`src/inc/timer3_pkg.sv`:
```
// Constants and types for the timer 3 control/status block.
// Assumes an 8-bit special-function-register bus on the system clock.
package timer3_pkg;

    // =========================================================
    // Register location
    localparam logic [7:0] CTRL_SFR_ADDR = 8'h91;
    localparam logic [7:0] CTRL_SFR_PAGE = 8'h00;
    localparam logic [7:0] CTRL_RESET    = 8'h00;

    // =========================================================
    // Field positions in the control register
    localparam int HI_FLAG_BIT   = 7;
    localparam int LO_FLAG_BIT   = 6;
    localparam int LO_IRQ_EN_BIT = 5;
    localparam int CAP_EN_BIT    = 4;
    localparam int SPLIT_BIT     = 3;
    localparam int RUN_BIT       = 2;
    localparam int ALT_CLK_HI    = 1;
    localparam int ALT_CLK_LO    = 0;

    // =========================================================
    // Alternate clock field codes
    typedef enum logic [1:0] {
        ALT_SYSDIV12_TRIG_LFO = 2'b00,
        ALT_EXTDIV8_TRIG_EXT  = 2'b01,
        ALT_RESERVED          = 2'b10,
        ALT_LFO_TRIG_EXT      = 2'b11
    } alt_clk_t;

    // =========================================================
    // Register-side state of the top module
    typedef struct packed {
        logic       lo_irq_en;
        logic       cap_en;
        logic       split;
        logic       run;
        alt_clk_t   alt_clk;
        logic [7:0] rdata;
        logic       irq;
    } ctrl_state_t;

    localparam ctrl_state_t CTRL_STATE_RESET = '{
        lo_irq_en: 1'h0,
        cap_en:    1'h0,
        split:     1'h0,
        run:       1'h0,
        alt_clk:   ALT_SYSDIV12_TRIG_LFO,
        rdata:     8'h00,
        irq:       1'h0
    };

    // State of one overflow flag
    typedef struct packed {
        logic flag;
    } flag_state_t;

    localparam flag_state_t FLAG_STATE_RESET = '{flag: 1'h0};

endpackage

```
`src/inc/flag_if.sv`:
```
// Interface between the control logic and one overflow flag.
// Assumes both ends run on the same system clock.
`timescale 1ns/1ps
interface flag_if;
    logic set;
    logic wr;
    logic wval;
    logic flag;

    // Control logic drives events and writes, reads the flag
    modport owner (output set, output wr, output wval, input flag);
    // Flag holder
    modport holder (input set, input wr, input wval, output flag);
endinterface

```
`src/ovf_flag.sv`:
```
// One sticky overflow flag, set by hardware, written by software.
// Assumes set, wr and wval come from logic on the same clock.
`timescale 1ns/1ps
module ovf_flag (
    // Clock and reset
    input  wire logic clk,
    input  wire logic nrst,
    // Flag events and value
    flag_if.holder    fl
);

    timer3_pkg::flag_state_t st_ff;
    timer3_pkg::flag_state_t nxt_st;

    // =========================================================
    // Next flag value
    // Write stores the bit, but a same-cycle event always wins
    always_comb begin
        nxt_st = st_ff;
        if (fl.wr) begin
            nxt_st.flag = fl.wval;
        end
        if (fl.set) begin
            nxt_st.flag = 1'h1;
        end
    end

    // =========================================================
    // State register
    always_ff @(posedge clk) begin
        if (!nrst) begin
            st_ff <= timer3_pkg::FLAG_STATE_RESET;
        end else begin
            st_ff <= nxt_st;
        end
    end

    // No hardware path clears the flag
    assign fl.flag = st_ff.flag;

endmodule

```
`src/timer3_control_status.sv`:
```
// Control and status register for timer 3: overflow flags, interrupt
// request, mode select, run gating and clock/trigger selection.
// Assumes the counter datapath sits beside it on the same system clock
// and reports wraps and capture triggers as one-cycle strobes.
`timescale 1ns/1ps
module timer3_control_status (
    // Clock and reset
    input  wire logic       clk,
    input  wire logic       nrst,

    // Special-function-register bus
    input  wire logic [7:0] sfr_addr,
    input  wire logic [7:0] sfr_page,
    input  wire logic       sfr_wr,
    input  wire logic       sfr_rd,
    input  wire logic [7:0] sfr_wdata,
    output      logic [7:0] sfr_rdata,

    // Global timer interrupt enable from the interrupt controller
    input  wire logic       timer_irq_enable,

    // Events from the counter datapath
    input  wire logic       count_high_byte_wrap,
    input  wire logic       count_low_byte_wrap,
    input  wire logic       count_word_wrap,
    input  wire logic       capture_event,

    // Control towards the counter datapath
    output      logic       split_mode_select,
    output      logic       run_control,
    output      logic       capture_mode_enable,
    output      logic       count_high_enable,
    output      logic       count_low_enable,
    output      logic       low_carry_to_high,

    // Reload and capture strobes
    output      logic       reload_word,
    output      logic       reload_high_byte,
    output      logic       reload_low_byte,
    output      logic       capture_load,

    // Alternate clock and capture trigger selection
    output      logic       alt_clk_sysdiv12,
    output      logic       alt_clk_ext_div8,
    output      logic       alt_clk_lfo,
    output      logic       trig_lfo,
    output      logic       trig_ext_div8,

    // Interrupt request to the processor
    output      logic       timer_irq
);

    // =========================================================
    // State and local signals
    timer3_pkg::ctrl_state_t st_ff;
    timer3_pkg::ctrl_state_t nxt_st;

    logic       ctrl_hit;
    logic       ctrl_wr;
    logic       ctrl_rd;
    logic       high_set;
    logic       low_set;
    logic       high_flag;
    logic       low_flag;
    logic [7:0] reg_view;

    flag_if hi_fl ();
    flag_if lo_fl ();

    // =========================================================
    // Address decode
    // Only page 0 maps the register; other pages see nothing here
    assign ctrl_hit = (sfr_addr == timer3_pkg::CTRL_SFR_ADDR)
                   && (sfr_page == timer3_pkg::CTRL_SFR_PAGE);
    assign ctrl_wr  = ctrl_hit && sfr_wr;
    assign ctrl_rd  = ctrl_hit && sfr_rd;

    // =========================================================
    // Overflow event sources
    // Split mode: the high flag follows the high byte on its own
    // 16-bit mode: of the wraps, only the full word wrap counts for the high flag
    // Capture mode, 16-bit only: every capture trigger also raises the high flag
    always_comb begin
        high_set = 1'h0;
        if (st_ff.split) begin
            high_set = count_high_byte_wrap;
        end else begin
            high_set = count_word_wrap;
        end
        if (st_ff.cap_en && !st_ff.split && capture_event) begin
            high_set = 1'h1;
        end
    end

    // Low byte wrap counts in either mode
    assign low_set = count_low_byte_wrap;

    // =========================================================
    // Flag holders
    // Each flag sees the whole-register write so a read-modify-write
    // by software leaves a flag untouched unless it writes 0 to it
    assign hi_fl.set  = high_set;
    assign hi_fl.wr   = ctrl_wr;
    assign hi_fl.wval = sfr_wdata[timer3_pkg::HI_FLAG_BIT];

    assign lo_fl.set  = low_set;
    assign lo_fl.wr   = ctrl_wr;
    assign lo_fl.wval = sfr_wdata[timer3_pkg::LO_FLAG_BIT];

    ovf_flag u_high_flag (
        .clk  (clk),
        .nrst (nrst),
        .fl   (hi_fl.holder)
    );

    ovf_flag u_low_flag (
        .clk  (clk),
        .nrst (nrst),
        .fl   (lo_fl.holder)
    );

    assign high_flag = hi_fl.flag;
    assign low_flag  = lo_fl.flag;

    // =========================================================
    // Register image as software reads it
    always_comb begin
        reg_view                           = timer3_pkg::CTRL_RESET;
        reg_view[timer3_pkg::HI_FLAG_BIT]   = high_flag;
        reg_view[timer3_pkg::LO_FLAG_BIT]   = low_flag;
        reg_view[timer3_pkg::LO_IRQ_EN_BIT] = st_ff.lo_irq_en;
        reg_view[timer3_pkg::CAP_EN_BIT]    = st_ff.cap_en;
        reg_view[timer3_pkg::SPLIT_BIT]     = st_ff.split;
        reg_view[timer3_pkg::RUN_BIT]       = st_ff.run;
        reg_view[timer3_pkg::ALT_CLK_HI]    = st_ff.alt_clk[1];
        reg_view[timer3_pkg::ALT_CLK_LO]    = st_ff.alt_clk[0];
    end

    // =========================================================
    // Next state: control bits, read data, interrupt request
    always_comb begin
        nxt_st = st_ff;

        // Every control bit is plain read/write
        if (ctrl_wr) begin
            nxt_st.lo_irq_en = sfr_wdata[timer3_pkg::LO_IRQ_EN_BIT];
            nxt_st.cap_en    = sfr_wdata[timer3_pkg::CAP_EN_BIT];
            nxt_st.split     = sfr_wdata[timer3_pkg::SPLIT_BIT];
            nxt_st.run       = sfr_wdata[timer3_pkg::RUN_BIT];
            nxt_st.alt_clk   = timer3_pkg::alt_clk_t'(
                sfr_wdata[timer3_pkg::ALT_CLK_HI:timer3_pkg::ALT_CLK_LO]);
        end

        // Read data is captured one cycle after the strobe; zero otherwise
        // so an idle bus never shows stale register contents
        if (ctrl_rd) begin
            nxt_st.rdata = reg_view;
        end else begin
            nxt_st.rdata = 8'h00;
        end

        // With the global enable, high flag always requests; low flag only with its own enable.
        // Registered so the request is glitch-free, at one cycle of lag.
        nxt_st.irq = timer_irq_enable
                  && (high_flag
                      || (low_flag && st_ff.lo_irq_en));
    end

    // =========================================================
    // State register
    always_ff @(posedge clk) begin
        if (!nrst) begin
            st_ff <= timer3_pkg::CTRL_STATE_RESET;
        end else begin
            st_ff <= nxt_st;
        end
    end

    // =========================================================
    // Bus read data and interrupt request
    assign sfr_rdata = st_ff.rdata;
    assign timer_irq = st_ff.irq;

    // =========================================================
    // Mode and run control towards the counter
    // 16-bit mode: low byte carries into the high byte, both gated by run
    // Split mode: the low byte free-runs, run gates the high byte only
    assign split_mode_select   = st_ff.split;
    assign run_control         = st_ff.run;
    assign capture_mode_enable = st_ff.cap_en;
    assign count_high_enable   = st_ff.run;
    assign count_low_enable    = st_ff.split || st_ff.run;
    assign low_carry_to_high   = !st_ff.split;

    // =========================================================
    // Reload and capture strobes
    // Capture mode replaces the 16-bit reload with a capture load;
    // capture is only meaningful with the full 16-bit counter
    assign reload_word      = !st_ff.split && !st_ff.cap_en
                           && count_word_wrap;
    assign reload_high_byte = st_ff.split && count_high_byte_wrap;
    assign reload_low_byte  = st_ff.split && count_low_byte_wrap;
    assign capture_load     = st_ff.cap_en && !st_ff.split
                           && capture_event;

    // =========================================================
    // Alternate clock and trigger decode
    // The reserved code selects no source, so the counter stalls
    // on its alternate clock rather than running on a guess
    always_comb begin
        alt_clk_sysdiv12 = 1'h0;
        alt_clk_ext_div8 = 1'h0;
        alt_clk_lfo      = 1'h0;
        trig_lfo         = 1'h0;
        trig_ext_div8    = 1'h0;
        case (st_ff.alt_clk)
            timer3_pkg::ALT_SYSDIV12_TRIG_LFO: begin
                alt_clk_sysdiv12 = 1'h1;
                trig_lfo         = 1'h1;
            end
            timer3_pkg::ALT_EXTDIV8_TRIG_EXT: begin
                alt_clk_ext_div8 = 1'h1;
                trig_ext_div8    = 1'h1;
            end
            timer3_pkg::ALT_LFO_TRIG_EXT: begin
                alt_clk_lfo      = 1'h1;
                trig_ext_div8    = 1'h1;
            end
            default: begin
                alt_clk_sysdiv12 = 1'h0;
            end
        endcase
    end

endmodule

```
`config.mk`:
```
export PLATFORM = sky130hd
export DESIGN_NAME = timer3_control_status
export DESIGN_NICKNAME = d
export VERILOG_FILES = /design/src/inc/timer3_pkg.sv /design/src/inc/flag_if.sv /design/src/ovf_flag.sv /design/src/timer3_control_status.sv
export SDC_FILE = /design/constraint.sdc
export NUM_CORES = 1
export LEC_CHECK = 0
export ABC_AREA = 1
export BUFFER_PORTS_ARGS = -buffer_cell sky130_fd_sc_hd__buf_2
export CORE_MARGIN = 2
export CORE_UTILIZATION = 41
export DETAILED_ROUTE_END_ITERATION = 16
export GPL_TIMING_DRIVEN = 0
export PLACE_DENSITY = 0.82
export REMOVE_ABC_BUFFERS = 1
export SYNTH_ARGS = -nofsm -noshare
export SYNTH_HDL_FRONTEND = slang
export SYNTH_SLANG_ARGS = --single-unit
export TNS_END_PERCENT = 10
```
`constraint.sdc`:
```
create_clock -name clk -period 2 [get_ports clk]
set_clock_uncertainty 0.2 [all_clocks]
set_input_delay 0.1 -clock clk [delete_from_list [all_inputs] [get_ports clk]]
set_output_delay 0.1 -clock clk [all_outputs]
set_load 0.01 [all_outputs]
```
==> flow_metrics.env, run 1 <==
export IMPL_irDropWorstVdd_mv=0.584
export IMPL_placed_area_um2=1010
export IMPL_dpl_worst_slack_ns=0.641
export IMPL_finalSetupTns_ns=0
export IMPL_grt_max_degree=17
export IMPL_multiInputGateArea_um2=294
export IMPL_dp_cells=188
export IMPL_area_growth_pct=64.2
export IMPL_die_y_um=46.5
export IMPL_clk_latency_ns=0.29
export IMPL_htree_num_levels=1
export IMPL_row_count=15
export IMPL_cp_max_fo=5
export IMPL_hold_class="in2reg"
export IMPL_clk_path_buf_depth=2
export IMPL_place_gp_congestion=0.667
export IMPL_worst_pin_slew_ns=0.388
export IMPL_antenna_found_initial=0
export IMPL_critPathArrivalTime_ns=1.78
export IMPL_dieArea_um2=2170
export IMPL_hold_depth=3
export IMPL_drive_above_1_share_pct=35.1
export IMPL_cp_slowest_cell="dlygate4sd3_1"
export IMPL_diodes=0
export IMPL_drt_iter0_drc=14
export IMPL_crit_path_start_kind="register"
export IMPL_ys_types=13
export IMPL_num_fill_cells=120
export IMPL_setup_viol=0
export IMPL_finish_utilization_pct=71.4
export IMPL_clkTransAtPathRegs_ns=0.10
export IMPL_p_leak_nw=0.738
export IMPL_vias=937
export IMPL_synth_avg_cell_area_um2=6.62
export IMPL_crit_chain="inv_1 > nand2_1 > nand2_1 > nor2_1 > nand2_1 > nand2_1 > a21oi_1 > dlygate4sd3_1"
export IMPL_syn_cell_area_um2=742
export IMPL_overflow=0
export IMPL_worst_slew_margin_rel_pct=74.0
export IMPL_hold_violations=0
export IMPL_synth_cells=112
export IMPL_r2r_slack_ns=0.20
export IMPL_ys_seq_elements=17
export IMPL_viasPerCell=4.46
export IMPL_fin_crit_ns=1.80
export IMPL_grt_usage_pct=23.1
export IMPL_rsz0062_at_grt="no"
export IMPL_drcViolationCount=0
export IMPL_ys_seq_area_share_pct=45.9
export IMPL_cts_made_buffers=3
export IMPL_final_nets=219
export IMPL_cp_required_ns=1.98
export IMPL_routed_wl_mm=2.20
export IMPL_end_kind="register"
export IMPL_die_w_um=46.5
export IMPL_dp_hpwl_mm=1.27
export IMPL_crit_top_cell="nand2_1"
export IMPL_fin_ws_ns=0.204
export IMPL_clock_root_buffer="clkbuf_4"
export IMPL_maxSlewViolCount=0
export IMPL_slowest_delay_ns=0.55
export IMPL_ant_nets=0
export IMPL_fin_crit_sh_pct=89.8
export IMPL_status="complete, no violations"
export IMPL_routedWlPerCell_um=10.5
export IMPL_regArea_um2=342
export IMPL_fmax_ghz=0.557
export IMPL_layout_common_cells="56 x buf_2, 33 x nor2_1, 32 x nand2_1, 18 x dlygate4sd3_1, 17 x inv_1"
export IMPL_power_density_nw_per_um2=493
export IMPL_cts_tree="done"
export IMPL_io_pins=57
export IMPL_core_area_um2=1710
export IMPL_port_buffers=56
export IMPL_fin_cells=210
export IMPL_first_pass_iters=4
export IMPL_ys_warn_count=0
export IMPL_drv_cap=0
export IMPL_final_common_cell="buf_2"
export IMPL_reg2reg_depth=8
export IMPL_first_global_vias=902
export IMPL_clock_sinks=17
export IMPL_stdcell_area_um2=1220
export IMPL_crit_type="reg2reg"
export IMPL_cts_setup_buffers=0
export IMPL_grt_pass1_wl_mm=3.57
export IMPL_initial_core_util_pct=43.4
## critical path: cells and delay by family (launching register included)
| kind | cells | cell delay, ns |
|---|---|---|
| compound gates | 1 | 0.05 |
| buf+inv | 2 | 0.65 |
| flops | 1 | 0.37 |
| simple gates | 5 | 0.44 |
## cells by family after synthesis
group                  share of synthesized area, %
AND/OR/NAND/NOR                                37.6
flip-flops                                     45.9
AO/OA/AOI/OAI                                  2.02
buffers and inverters                          14.5
## path summary, 6_finish.rpt
| path | start | to |
|---|---|---|
| worst max-delay path | split_mode_select | u_high_flag.fl.flag |
| worst min-delay path | sfr_rd | sfr_rdata[6] |
| worst max register to register | split_mode_select | u_high_flag.fl.flag |
| worst min register to register | reg_view[5] | sfr_rdata[5] |
## cells in the mapped netlist
library cell	instances	area share, %
a21oi_1	3	2.0
buf_4	2	2.0
buf_6	1	1.5
clkbuf_1	1	0.51
clkbuf_8	1	1.9
dfxtp_1	17	46
inv_1	17	8.6
nand2_1	32	16
nand3_2	1	1.3
nand4_1	1	0.84
nor2_1	33	17
nor2_2	2	1.7
or2_2	1	0.84
## per-layer routing
metal  global-route usage [%]  part of all wire [%]  wire (µm)  vias up
li1                         -                     -          -      466
met1                     26.2                    37        808      403
met2                     40.3                    51       1110       58
met3                     6.67                   9.9        217       10
met4                     9.14                   2.6         57        0
met5                        0                     0          0        -
## cell type report
| class | count | share of cell area (%) |
|---|---|---|
| Clock buffer | 3 | 1.85 |
| Clock inverter | 1 | 0.411 |
| Multi-Input combinational cell | 73 | 24.1 |
| Inverter | 17 | 5.24 |
| Timing Repair Buffer | 74 | 37.8 |
| Sequential cell | 17 | 28.0 |
| Tap cell | 25 | 2.57 |
## repair_timing
action	in CTS	in global routing
setup endpoints to repair	0	1
hold buffers	18	0
resized for setup	0	1
endpoints found under the hold margin	9	0
## stage by stage
| stage | hold WS [ns] | power [mW] |
|---|---|---|
| 3_5_place_dp | 0.139 | 0.407 |
| 3_3_place_gp | 0.123 | 0.405 |
| 5_1_grt | 0.124 | 0.629 |
| 2_1_floorplan | 0.0161 | 0.370 |
| 4_1_cts | 0.0910 | 0.600 |
| 6_report | 0.124 | 0.601 |
## registers in the layout (all words and copies together), names as in the netlist
name                 cells
capture_mode_enable      1
count_high_enable        1
reg_view                 3
sfr_rdata                8
split_mode_select        1
timer_irq                1
u_high_flag.fl.flag      1
u_low_flag.fl.flag       1
## power breakdown
part / switching, mW / internal [mW] / leakage (nW)
sequential: 0.00219 / 0.342 / 0.138
combinational: 0.0301 / 0.0473 / 0.583
clock: 0.105 / 0.0743 / 0.0177
total: 0.137 / 0.464 / 0.738
No activity file was read; power rests on OpenSTA's default activity.
==> run 2, diff against run 1 <==
--- a/config.mk
+++ b/config.mk
@@ -8,12 +8,13 @@
 export ABC_AREA = 1
 export BUFFER_PORTS_ARGS = -buffer_cell sky130_fd_sc_hd__buf_2
 export CORE_MARGIN = 2
-export CORE_UTILIZATION = 41
+export CORE_UTILIZATION = 45
 export DETAILED_ROUTE_END_ITERATION = 16
 export GPL_TIMING_DRIVEN = 0
-export PLACE_DENSITY = 0.82
+export PLACE_DENSITY = 0.84
 export REMOVE_ABC_BUFFERS = 1
 export SYNTH_ARGS = -nofsm -noshare
 export SYNTH_HDL_FRONTEND = slang
+export SYNTH_HIERARCHICAL = 1
 export SYNTH_SLANG_ARGS = --single-unit
 export TNS_END_PERCENT = 10
==> flow_metrics.env, run 2 <==
export IMPL_status="complete, no violations"
export IMPL_cts_tree="done"
export IMPL_final_nets=238
export IMPL_p_seq_share_pct=55.4
export IMPL_clk_path_buf_depth=2
export IMPL_grt_busiest_layer="met2"
export IMPL_grt_max_degree=11
export IMPL_place_gp_congestion=0.749
export IMPL_synth_edf_count=0
export IMPL_viasPerCell=4.36
export IMPL_drv_cap=0
export IMPL_synthFlopType="dfxtp_1"
export IMPL_die_w_um=48.9
export IMPL_yosysTopAreaCell="dfxtp_1"
export IMPL_worst_slew_margin_rel_pct=83.5
export IMPL_clock_root_buffer="clkbuf_4"
export IMPL_routedWlPerCell_um=9.01
export IMPL_finalSetupTns_ns=0
export IMPL_clock_sinks=17
export IMPL_crit_type="reg2reg"
export IMPL_intPower_uw=470
export IMPL_largest_reg_flops=8
export IMPL_grtUsageMet1_pct=20.6
export IMPL_combPwrFrac_pct=15.9
export IMPL_fin_crit_sh_pct=87.8
export IMPL_area_growth_pct=50.0
export IMPL_synth_cells=135
export IMPL_syn_cell_area_um2=908
export IMPL_die_y_um=48.9
export IMPL_ys_top_cells_by_count="28 x inv_1, 28 x nor2_1, 25 x nand2_1"
export IMPL_clkTransAtPathRegs_ns=0.09
export IMPL_dp_cells=213
export IMPL_ant_nets=0
export IMPL_row_count=16
export IMPL_crit_path_start_kind="register"
export IMPL_setup_viol=0
export IMPL_ys_seq_elements=17
export IMPL_power_density_nw_per_um2=455
export IMPL_dp_hpwl_mm=1.60
export IMPL_use_met3_pct=2.15
export IMPL_yosysTopAreaCellShare_pct=37.5
export IMPL_cts_made_buffers=3
export IMPL_p_leak_nw=0.806
export IMPL_irDropWorstVdd_mv=0.245
export IMPL_layout_common_cells="56 x buf_2, 28 x inv_1, 28 x nor2_1, 25 x nand2_1, 17 x dfxtp_1"
export IMPL_met2_usage_pct=39.5
export IMPL_vias=1008
export IMPL_async_reset_ff_share_pct=0
export IMPL_end_kind="register"
export IMPL_drt_iter0_drc=8
export IMPL_cts_setup_buffers=0
export IMPL_synth_avg_cell_area_um2=6.73
export IMPL_antenna_found_initial=0
export IMPL_htree_num_levels=1
export IMPL_finish_utilization_pct=70.2
export IMPL_cp_max_fo=6
export IMPL_ys_types=20
export IMPL_first_pass_iters=2
export IMPL_synth_top_cells_by_area="dfxtp_1 37%, inv_1 12%, nor2_1 12%"
export IMPL_io_pins=57
export IMPL_ys_warn_count=6
export IMPL_dieArea_um2=2390
export IMPL_port_buffers=56
export IMPL_cp_required_ns=1.98
export IMPL_fin_crit_ns=1.76
export IMPL_grt_usage_pct=19.9
export IMPL_cts_resized=0
export IMPL_final_common_cell="buf_2"
export IMPL_cts_hold_buf=14
export IMPL_switching_share_pct=24.1
export IMPL_rsz0062_at_grt="no"
export IMPL_maxSlewViolCount=0
export IMPL_fin_cells=231
export IMPL_routed_wl_mm=2.08
export IMPL_p_sw_uw=150
export IMPL_drive_above_1_share_pct=35.3
export IMPL_grt_pass1_wl_mm=3.78
export IMPL_fmax_ghz=0.570
export IMPL_critPathArrivalTime_ns=1.74
export IMPL_clkPwrFrac_pct=28.6
export IMPL_core_area_um2=1940
export IMPL_drcViolationCount=0
export IMPL_hold_violations=0
export IMPL_ys_seq_area_share_pct=37.5
export IMPL_worst_pin_slew_ns=0.245
export IMPL_initial_core_util_pct=46.8
export IMPL_num_fill_cells=164
export IMPL_diodes=0
export IMPL_clk_latency_ns=0.28
export IMPL_hold_class="in2reg"
export IMPL_overflow=0
export IMPL_first_global_vias=981
run 2: cell count changes after synthesis, moves of 3 or more:
cell      delta
inv_1       +11
nand2_1      -7
clkinv_1     +6
nand4_1      +6
nor2_1       -5
nand3_1      +3
run 2: logic make-up after synthesis:
family	count (synthesis)	synth area share (%)
AO/OA/AOI/OAI	1	0.550
buffers and inverters	40	17.5
flip-flops	17	37.5
AND/OR/NAND/NOR	77	44.5
run 2: final cells by class:
class | count | area, µm² | area share (%)
clock buffers | 3 | 22.5 | 1.65
clock inverters | 1 | 5.00 | 0.367
inverters | 35 | 131 | 9.64
multi-input cells | 78 | 409 | 30.0
flip-flops and latches | 17 | 340 | 25.0
well taps | 27 | 33.8 | 2.48
repair buffers | 70 | 420 | 30.9
run 2: worst max-delay path, stage by stage, from the launching register on:
cell,delay (ns)
dfxtp_1,0.41
inv_2,0.10
nand3_1,0.09
nand3_1,0.07
inv_1,0.05
nand2_1,0.04
nor2_1,0.10
nor2_1,0.05
dlygate4sd3_1,0.54
run 2: worst paths after layout:
| path | slack (ns) | startpoint | to | cells after the start |
|---|---|---|---|---|
| worst max-delay path | 0.24 | split_mode_select | u_high_flag/fl.flag | 8 |
| worst min-delay path | 0.02 | sfr_wr | split_mode_select | 4 |
| worst max register to register | 0.24 | split_mode_select | u_high_flag/fl.flag | 8 |
| worst min register to register | 0.26 | u_high_flag/fl.flag | sfr_rdata[7] | 2 |
run 2: through the flow:
step | cell area (µm²) | power [mW] | setup slack (ns) | hold WS, ns
floorplan | 881 | 0.381 | 0.845 | 0.0122
global placement | 1190 | 0.425 | 0.659 | 0.126
detailed placement | 1190 | 0.429 | 0.603 | 0.133
CTS | 1360 | 0.622 | 0.259 | 0.0192
global route | 1360 | 0.651 | 0.101 | 0.0491
finish | 1360 | 0.620 | 0.244 | 0.0225
run 2: metal layers:
| layer | wire, µm | part of all wire (%) | up-vias |
|---|---|---|---|
| li1 | - | - | 530 |
| met1 | 870 | 42 | 432 |
| met2 | 1050 | 50 | 42 |
| met3 | 131 | 6.3 | 4 |
| met4 | 30 | 1.4 | 0 |
| met5 | 0 | 0 | - |
run 2: power groups by stage:
stage / logic (mW) / registers (mW) / clock network [mW]
6_report: 0.0988 / 0.344 / 0.178
5_1_grt: 0.111 / 0.344 / 0.196
4_1_cts: 0.0987 / 0.344 / 0.180
3_5_place_dp: 0.0770 / 0.352 / 0
3_3_place_gp: 0.0735 / 0.352 / 0
2_1_floorplan: 0.0291 / 0.352 / 0
